$ cat src/dmlc_pkg.sv
// package: field positions, encodings and types for the mode-latency block
package dmlc_pkg;

  // pin bundle sampled on each dram clock rising edge
  typedef struct packed {
    logic        cs_n;
    logic        act_n;
    logic        ras_n;
    logic        cas_n;
    logic        we_n;
    logic [1:0]  bg;
    logic [1:0]  ba;
    logic [17:0] addr;
  } dmlc_cmd_t;

  localparam int CMD_W = $bits(dmlc_cmd_t);

  // mode register select codes
  localparam logic [2:0] MRS_SEL_MR1    = 3'h1;
  localparam logic [2:0] MRS_SEL_MR2    = 3'h2;
  localparam logic [2:0] MRS_SEL_DNU    = 3'h7;

  // mode register widths and reset values
  localparam int          MR_W          = 22;
  localparam logic [21:0] MR1_RESET     = 22'h000000;
  localparam logic [21:0] MR2_RESET     = 22'h000000;

  // mode register one field positions
  localparam int MR1_AL_LO      = 3;
  localparam int MR1_EQ_LO      = 5;
  localparam int MR1_EQ_HI      = 13;
  localparam int MR1_EXTRA_STROBE_TERMINATION_BIT   = 11;
  localparam int MR1_QOFF_BIT   = 12;

  // mode register two field positions
  localparam int MR2_CWL_LO     = 3;
  localparam int MR2_LOW_POWER_REFRESH_RANGE_LO   = 6;
  localparam int MR2_RTTWR_LO   = 9;
  localparam int MR2_CRC_BIT    = 12;
  localparam int MR2_RSV13_BIT  = 13;
  localparam int MR2_RSV17_BIT  = 17;
  localparam int MR2_RSV21_BIT  = 21;

  // command-hold encodings
  localparam logic [1:0] AL_OFF       = 2'h0;
  localparam logic [1:0] AL_CL_MINUS1 = 2'h1;
  localparam logic [1:0] AL_CL_MINUS2 = 2'h2;

  // write-time termination encodings
  typedef enum logic [2:0] {
    WTT_OFF   = 3'h0,
    WTT_240   = 3'h2,
    WTT_HIZ   = 3'h3,
    WTT_80    = 3'h4
  } dmlc_wtt_t;

  // self-refresh temperature range
  typedef enum logic [1:0] {
    SRT_NORMAL   = 2'h0,
    SRT_REDUCED  = 2'h1,
    SRT_EXTENDED = 2'h2,
    SRT_AUTO     = 2'h3
  } dmlc_srt_t;

  // write column delay in clocks, one-clock write preamble
  function automatic logic [4:0] dmlc_cwl(input logic [2:0] code);
    logic [4:0] v;
    v = 5'h09;
    case (code)
      3'h0:    v = 5'h09;
      3'h1:    v = 5'h0a;
      3'h2:    v = 5'h0b;
      3'h3:    v = 5'h0c;
      3'h4:    v = 5'h0e;
      3'h5:    v = 5'h10;
      3'h6:    v = 5'h12;
      default: v = 5'h14;
    endcase
    return v;
  endfunction : dmlc_cwl

endpackage : dmlc_pkg

$ cat src/dmlc_hold_line.sv
// delay line that holds a command pulse for a selectable number of dram clocks
`timescale 1ns/100ps
module dmlc_hold_line
  import dmlc_pkg::*;
#(
  parameter int MAX_HOLD = 32
) (
  // clock and reset
  input  wire logic                        clock_i,
  input  wire logic                        rst_b_i,
  // dram clock edge enable
  input  wire logic                        ck_edge_i,
  // command in, hold count, delayed command out
  input  wire logic                        cmd_i,
  input  wire logic [$clog2(MAX_HOLD+1)-1:0] hold_i,
  output logic                             exec_o
);

  logic [MAX_HOLD:1] pipe_q;
  logic              tap;

  always_ff @(posedge clock_i or negedge rst_b_i) begin
    if (!rst_b_i) begin
      pipe_q <= '0;
    end else if (ck_edge_i) begin
      pipe_q <= {pipe_q[MAX_HOLD-1:1], cmd_i};
    end
  end

  // a hold of zero passes the command straight through on its own edge
  always_comb begin
    tap = cmd_i;
    if (hold_i != '0 && hold_i <= MAX_HOLD[$clog2(MAX_HOLD+1)-1:0]) begin
      tap = pipe_q[hold_i];
    end
  end

  always_ff @(posedge clock_i or negedge rst_b_i) begin
    if (!rst_b_i) begin
      exec_o <= 1'b0;
    end else begin
      exec_o <= ck_edge_i & tap;
    end
  end

endmodule : dmlc_hold_line

$ cat src/dmlc_top.sv
// mode-register configuration and latency logic of the dram
`timescale 1ns/100ps
module dmlc_top
  import dmlc_pkg::*;
#(
  parameter int DEV_WIDTH = 8,
  parameter int MAX_HOLD  = 32
) (
  // clock and reset
  input  wire logic        clock_i,
  input  wire logic        rst_b_i,
  // dram clock and command pins, asynchronous to clock_i
  input  wire logic        ck_i,
  input  wire dmlc_cmd_t   cmd_i,
  // settings held elsewhere in the device
  input  wire logic [5:0]  read_column_delay_i,
  input  wire logic [3:0]  parity_delay_i,
  input  wire logic        write_byte_mask_req_i,
  input  wire logic        write_bus_inversion_req_i,
  input  wire logic        read_bus_inversion_req_i,
  // delayed internal command pulses
  output logic             int_read_o,
  output logic             int_write_o,
  // latencies in dram clocks
  output logic [5:0]       command_hold_delay_o,
  output logic [4:0]       write_column_delay_o,
  output logic [6:0]       total_read_latency_o,
  output logic [7:0]       total_write_latency_o,
  // decoded settings
  output logic [2:0]       rx_equalizer_o,
  output logic             output_enable_o,
  output logic             extra_strobe_termination_o,
  output logic             strobe_termination_o,
  output logic             write_byte_mask_o,
  output logic             write_bus_inversion_o,
  output logic             read_bus_inversion_o,
  output logic             crc_check_o,
  output dmlc_wtt_t        write_time_termination_o,
  output dmlc_srt_t        low_power_refresh_range_o,
  output logic             auto_temp_refresh_o,
  output logic             config_error_o
);

  localparam int HW = $clog2(MAX_HOLD + 1);

  // synchronisers: stage one is read only by stage two
  logic            ck_s1_q, ck_s2_q, ck_s3_q;
  dmlc_cmd_t       cmd_s1_q, cmd_s2_q;
  logic            ck_edge;

  always_ff @(posedge clock_i or negedge rst_b_i) begin
    if (!rst_b_i) begin
      ck_s1_q <= 1'b0;
      ck_s2_q <= 1'b0;
      ck_s3_q <= 1'b0;
    end else begin
      ck_s1_q <= ck_i;
      ck_s2_q <= ck_s1_q;
      ck_s3_q <= ck_s2_q;
    end
  end

  // idle pins are high so a reset does not look like a command
  always_ff @(posedge clock_i or negedge rst_b_i) begin
    if (!rst_b_i) begin
      cmd_s1_q <= '1;
      cmd_s2_q <= '1;
    end else begin
      cmd_s1_q <= cmd_i;
      cmd_s2_q <= cmd_s1_q;
    end
  end

  // pins are sampled on the synchronised rising edge of the dram clock
  assign ck_edge = ck_s2_q & ~ck_s3_q;

  // command decode
  logic       cmd_sel;
  logic       is_mrs;
  logic       is_read;
  logic       is_write;
  logic [2:0] mr_sel;
  logic [21:0] mr_val;

  assign cmd_sel  = ck_edge & ~cmd_s2_q.cs_n & cmd_s2_q.act_n;
  assign is_mrs   = cmd_sel & ~cmd_s2_q.ras_n & ~cmd_s2_q.cas_n & ~cmd_s2_q.we_n;
  assign is_read  = cmd_sel & cmd_s2_q.ras_n & ~cmd_s2_q.cas_n & cmd_s2_q.we_n;
  assign is_write = cmd_sel & cmd_s2_q.ras_n & ~cmd_s2_q.cas_n & ~cmd_s2_q.we_n;
  // pin to bit mapping; a14..a16 carry no mode bits
  assign mr_val   = {cmd_s2_q.bg, cmd_s2_q.ba, cmd_s2_q.addr[17], 3'h0,
                     cmd_s2_q.addr[13:0]};
  assign mr_sel   = mr_val[20:18];

  // mode registers one and two
  logic [21:0] mr1_q;
  logic [21:0] mr2_q;

  always_ff @(posedge clock_i or negedge rst_b_i) begin
    if (!rst_b_i) begin
      mr1_q <= MR1_RESET;
    end else if (is_mrs && mr_sel == MRS_SEL_MR1) begin
      mr1_q <= mr_val;
    end
  end

  always_ff @(posedge clock_i or negedge rst_b_i) begin
    if (!rst_b_i) begin
      mr2_q <= MR2_RESET;
    end else if (is_mrs && mr_sel == MRS_SEL_MR2) begin
      mr2_q <= mr_val;
    end
  end

  // reserved encoding check on each mode set
  logic       bad_write;
  logic [2:0] new_wtt;

  always_comb begin
    new_wtt   = mr_val[MR2_RTTWR_LO +: 3];
    bad_write = 1'b0;
    if (mr_sel == MRS_SEL_DNU) begin
      bad_write = 1'b1;
    end else if (mr_sel == MRS_SEL_MR1) begin
      bad_write = (mr_val[MR1_AL_LO +: 2] == 2'h3)
                | (mr_val[MR1_EXTRA_STROBE_TERMINATION_BIT] && DEV_WIDTH != 8);
    end else if (mr_sel == MRS_SEL_MR2) begin
      bad_write = mr_val[MR2_RSV21_BIT] | mr_val[MR2_RSV17_BIT]
                | mr_val[MR2_RSV13_BIT] | (new_wtt == 3'h1) | (new_wtt > 3'h4);
    end
  end

  always_ff @(posedge clock_i or negedge rst_b_i) begin
    if (!rst_b_i) begin
      config_error_o <= 1'b0;
    end else if (is_mrs) begin
      config_error_o <= bad_write;
    end
  end

  // latency arithmetic, all whole clocks
  logic [5:0] hold_d;

  always_comb begin
    case (mr1_q[MR1_AL_LO +: 2])
      AL_CL_MINUS1: hold_d = read_column_delay_i - 6'h01;
      AL_CL_MINUS2: hold_d = read_column_delay_i - 6'h02;
      default:      hold_d = 6'h00; // reserved code treated as off
    endcase
  end

  always_ff @(posedge clock_i or negedge rst_b_i) begin
    if (!rst_b_i) begin
      command_hold_delay_o  <= 6'h00;
      write_column_delay_o  <= 5'h09;
      total_read_latency_o  <= 7'h00;
      total_write_latency_o <= 8'h00;
    end else begin
      command_hold_delay_o  <= hold_d;
      write_column_delay_o  <= dmlc_cwl(mr2_q[MR2_CWL_LO +: 3]);
      total_read_latency_o  <= {1'b0, hold_d} + {1'b0, read_column_delay_i};
      total_write_latency_o <= {2'h0, hold_d} + {4'h0, parity_delay_i}
                             + {3'h0, dmlc_cwl(mr2_q[MR2_CWL_LO +: 3])};
    end
  end

  // command hold: read/write executes hold_d dram clocks after it was taken, capped at MAX_HOLD
  logic [HW-1:0] hold_cnt;

  assign hold_cnt = (hold_d > MAX_HOLD[5:0]) ? MAX_HOLD[HW-1:0] : hold_d[HW-1:0];

  dmlc_hold_line #(
    .MAX_HOLD (MAX_HOLD)
  ) u_read_hold (
    .clock_i   (clock_i),
    .rst_b_i   (rst_b_i),
    .ck_edge_i (ck_edge),
    .cmd_i     (is_read),
    .hold_i    (hold_cnt),
    .exec_o    (int_read_o)
  );

  dmlc_hold_line #(
    .MAX_HOLD (MAX_HOLD)
  ) u_write_hold (
    .clock_i   (clock_i),
    .rst_b_i   (rst_b_i),
    .ck_edge_i (ck_edge),
    .cmd_i     (is_write),
    .hold_i    (hold_cnt),
    .exec_o    (int_write_o)
  );

  // pin sharing and termination decode
  logic extra_strobe_termination_on;

  assign extra_strobe_termination_on = mr1_q[MR1_EXTRA_STROBE_TERMINATION_BIT];

  always_ff @(posedge clock_i or negedge rst_b_i) begin
    if (!rst_b_i) begin
      rx_equalizer_o             <= 3'h0;
      output_enable_o            <= 1'b1;
      extra_strobe_termination_o <= 1'b0;
      strobe_termination_o       <= 1'b0;
      write_byte_mask_o          <= 1'b0;
      write_bus_inversion_o      <= 1'b0;
      read_bus_inversion_o       <= 1'b0;
    end else begin
      // code is opaque; 000 is the vendor default
      rx_equalizer_o             <= {mr1_q[MR1_EQ_HI], mr1_q[MR1_EQ_LO +: 2]};
      output_enable_o            <= ~mr1_q[MR1_QOFF_BIT];
      extra_strobe_termination_o <= extra_strobe_termination_on;
      strobe_termination_o       <= extra_strobe_termination_on;
      // mask wins a clash so the shared pin never carries both meanings
      write_byte_mask_o          <= ~extra_strobe_termination_on & write_byte_mask_req_i;
      write_bus_inversion_o      <= ~extra_strobe_termination_on & write_bus_inversion_req_i
                                  & ~write_byte_mask_req_i;
      read_bus_inversion_o       <= ~extra_strobe_termination_on & read_bus_inversion_req_i;
    end
  end

  // mode register two decode
  always_ff @(posedge clock_i or negedge rst_b_i) begin
    if (!rst_b_i) begin
      crc_check_o               <= 1'b0;
      write_time_termination_o  <= WTT_OFF;
      low_power_refresh_range_o <= SRT_NORMAL;
      auto_temp_refresh_o       <= 1'b0;
    end else begin
      crc_check_o               <= mr2_q[MR2_CRC_BIT];
      case (mr2_q[MR2_RTTWR_LO +: 3])
        WTT_240: write_time_termination_o <= WTT_240;
        WTT_HIZ: write_time_termination_o <= WTT_HIZ;
        WTT_80:  write_time_termination_o <= WTT_80;
        default: write_time_termination_o <= WTT_OFF; // reserved reads as off
      endcase
      low_power_refresh_range_o <= dmlc_srt_t'(mr2_q[MR2_LOW_POWER_REFRESH_RANGE_LO +: 2]);
      auto_temp_refresh_o       <= (mr2_q[MR2_LOW_POWER_REFRESH_RANGE_LO +: 2] == SRT_AUTO);
    end
  end

endmodule : dmlc_top

$ cat config.mk
export PLATFORM = sky130hd
export DESIGN_NAME = dmlc_top
export DESIGN_NICKNAME = d
export VERILOG_FILES = /design/src/dmlc_pkg.sv /design/src/dmlc_hold_line.sv /design/src/dmlc_top.sv
export SDC_FILE = /design/constraint.sdc
export NUM_CORES = 1
export LEC_CHECK = 0
export BUFFER_PORTS_ARGS = -buffer_cell sky130_fd_sc_hd__buf_4
export CAP_MARGIN = 0
export CORE_AREA = 2 2 145 147
export CTS_BUF_LIST = sky130_fd_sc_hd__clkbuf_16
export CTS_CLUSTER_DIAMETER = 150
export DETAILED_ROUTE_END_ITERATION = 8
export DIE_AREA = 0 0 147 149
export GPL_TIMING_DRIVEN = 0
export PLACE_DENSITY = 0.59
export SLEW_MARGIN = 0
export SYNTH_ARGS = -nofsm -noshare
export SYNTH_HDL_FRONTEND = slang
export SYNTH_SLANG_ARGS = --single-unit
$ cat constraint.sdc
create_clock -name clock_i -period 3.6 [get_ports clock_i]
set_input_delay 0.72 -clock clock_i [delete_from_list [all_inputs] [get_ports clock_i]]
set_output_delay 0.72 -clock clock_i [all_outputs]
set_load 0.01 [all_outputs]
==> flow_summary.json <==
{
  "outcome": "complete, no violations",
  "grt_pass1_vias": 4886,
  "drv_cap": 0,
  "synth_area_per_cell_um2": 10.7,
  "final_cell_mix": "231 x nand2_1, 123 x dfrtp_1, 85 x buf_4",
  "fin_crit_ns": 3.24,
  "antenna_found_initial": 0,
  "hold_path.class": "primary input to async pin",
  "clock-root-buffer": "clkbuf_16",
  "fin_crit_sh_pct": 89.9,
  "crit_path_end_kind": "flop",
  "cts_sinks": 166,
  "cts_tree": "done",
  "dr.pass1.iters": 8,
  "dp_cells": 1011,
  "power.density_mw_per_mm2": 476,
  "pin_count": 88,
  "p_leak_nw": 4.27,
  "drive_above_1_share_pct": 26.4,
  "reg2reg_slack_ns": 0.46,
  "drt-vias-per-instance": 4.68,
  "rsz0062_at_grt": "no",
  "report.final.slew_viol_count": 0,
  "diodes": 0,
  "finalSetupViolCount": 0,
  "area_delta_synth_final_pct": 23.3,
  "startpoint_type": "primary input",
  "nets": 821,
  "design.die.area_mm2": 0.0219,
  "instances_no_fill": 1044,
  "ys_seq_area_share_pct": 60.2,
  "synth_flop_cell": "dfrtp_1",
  "peakVddDrop_uv": 312,
  "insertion_delay_ns": 0.44,
  "setup_tns_ns": 0,
  "cts_hold_buf": 0,
  "path_class": "primary input to flop",
  "yosysWarnings": 0,
  "coreArea_mm2": 0.0206,
  "fin_ws_ns": 0.365,
  "die_x_um": 147,
  "synth_fp_nets": 721,
  "arrival_ns": 3.55,
  "clk_path_buf_depth": 2,
  "cp.required_ns": 3.91,
  "place_ws_ns": -0.438,
  "ys_seq_elements": 166,
  "clk_pin_slew_ns": 0.07,
  "numPortBuffers": 79,
  "ant_nets": 0,
  "synth_cell_types": 68,
  "drt_iter0_drc": 322,
  "num_rows": 53,
  "hold_viol": 0,
  "gp_congestion": 0.819,
  "final_common_cell": "nand2_1",
  "initial_core_util_pct": 34.0,
  "worst_pin_slew_ns": 0.605,
  "fmax_ghz": 0.309,
  "wirelength_um": 15300,
  "htree_levels": 4,
  "dp_hpwl_um": 10300,
  "track_usage_pct": 14.9,
  "numCtsBuffers": 17,
  "num_vias": 4887,
  "max_slew_margin_pct": 59.5,
  "overflow": 0,
  "grt_start_max_net_pins": 90,
  "synth_edf_count": 0,
  "post_drt_wl_per_cell_um": 14.7,
  "die-height_um": 149,
  "synth_area_mm2": 0.00699,
  "grt_pass1_wl_um": 25500,
  "critPathMaxFanout": 8,
  "power_mw": 4.10,
  "syn_inst": 656,
  "fin_skew_ns": 0.0130,
  "async_flop_share_pct": 100,
  "route.detailed.drc": 0
}
[final timing paths]
| kind | cells past startpoint | endpoint | start |
|---|---|---|---|
| min | 1 | mr2_q[9] | rst_b_i |
| min in group clock_i | 0 | cmd_s2_q[7] | cmd_s1_q[7] |
| max reg2reg | 11 | total_write_latency_o[6] | mr1_q[3] |
| max | 13 | total_write_latency_o[6] | read_column_delay_i[1] |
| min reg2reg | 0 | cmd_s2_q[7] | cmd_s1_q[7] |
| max in group asynchronous | 2 | u_write_hold.pipe_q[21] | rst_b_i |
[critical path, cell delays in order]
cell      delay (ns)
buf_4           0.14
inv_1           0.15
ha_1            0.23
xor2_1          0.16
a21oi_1         0.13
nor2_2          0.49
fa_1            0.54
ha_1            0.31
a21o_1          0.16
a21oi_1         0.23
nor2b_1         0.07
o21ai_0         0.16
nand2b_1        0.07
[kinds of logic (layout without fill, tap and decap cells)]
group                    Yosys count  in the layout  share of synthesized area (%)
flip-flops                       166            166                           60.2
AO/OA/AOI/OAI                     79             79                           8.40
AND/OR/NAND/NOR                  303            303                           18.6
multiplexers                      23             23                           3.78
XOR/XNOR                           9              9                           1.13
buffers and inverters             53            166                           3.28
adder cells (fa/ha/maj)           22             22                           4.58
other                              1              1                         0.0537
[power by group]
group	total (mW)	switching, mW	leakage (nW)	internal, mW
clock	1.85	0.900	0.302	0.954
combinational	0.263	0.156	1.84	0.106
sequential	1.99	0.0357	2.13	1.95
total	4.10	1.09	4.27	3.01
[layout make-up]
cell class,count,area (um^2)
fillers,2001,11900
inverters,29,109
repair buffers,82,643
clock inverters,15,201
well taps,275,344
flip-flops and latches,166,4210
multi-input cells,437,2570
clock buffers,17,425
plain buffers,23,116
[registers in the layout, indices dropped and copies added, names as in the netlist, 2 cells and up]
name / flops
rx_equalizer_o: 3
mr2_q: 9
command_hold_delay_o: 6
u_write_hold.pipe_q: 32
cmd_s2_q: 20
write_column_delay_o: 5
write_time_termination_o: 3
cmd_s1_q: 20
low_power_refresh_range_o: 2
total_write_latency_o: 7
u_read_hold.pipe_q: 32
total_read_latency_o: 7
mr1_q: 7
[synth_stat cells, types with 5 or more instances]
cell        n  share of area (%)
xnor2_1     7               0.88
a21oi_1    14                1.0
inv_1      27                1.5
o21ai_0    12               0.86
mux2i_1     5               0.72
buf_1       5               0.27
a31oi_1     8               0.72
dfstp_2    43                 16
nor2_1     16               0.86
a21o_1      6               0.64
nand2b_1    5               0.45
nor2b_1     8               0.72
nand2_1   231                 12
clkbuf_1   10               0.54
ha_1       16                2.9
mux2_2     16                2.6
dfrtp_1   123                 44
nand3_1    14                1.0
fa_1        6                1.7
buf_4       5               0.54
[what timing repair did]
| item | in CTS | in global routing |
|---|---|---|
| pin swaps | 0 | 1 |
| endpoints found under the hold margin | 0 | 0 |
| gates resized for setup | 1 | 2 |
| buffers inserted | 0 | 2 |
| setup endpoints to repair | 2 | 2 |
[layer usage]
| layer | GRT usage, % | wire (um) | up-vias |
|---|---|---|---|
| met4 | 5.77 | 242 | 0 |
| met2 | 24.6 | 7530 | 121 |
| met5 | 0 | 0 | - |
| met1 | 19.8 | 6940 | 2370 |
| met3 | 2.60 | 624 | 20 |
| li1 | - | - | 2376 |
[stage by stage]
stage	instance area (um^2)	util [%]	hold WS, ns
after floorplan	6990	-	0.331
after global placement	7920	38.5	0.338
after detailed placement	7960	38.7	0.342
after CTS	8600	41.8	0.266
after global routing	8610	41.9	0.296
final	8610	41.9	0.250
Power figures use the tool's default switching activity.
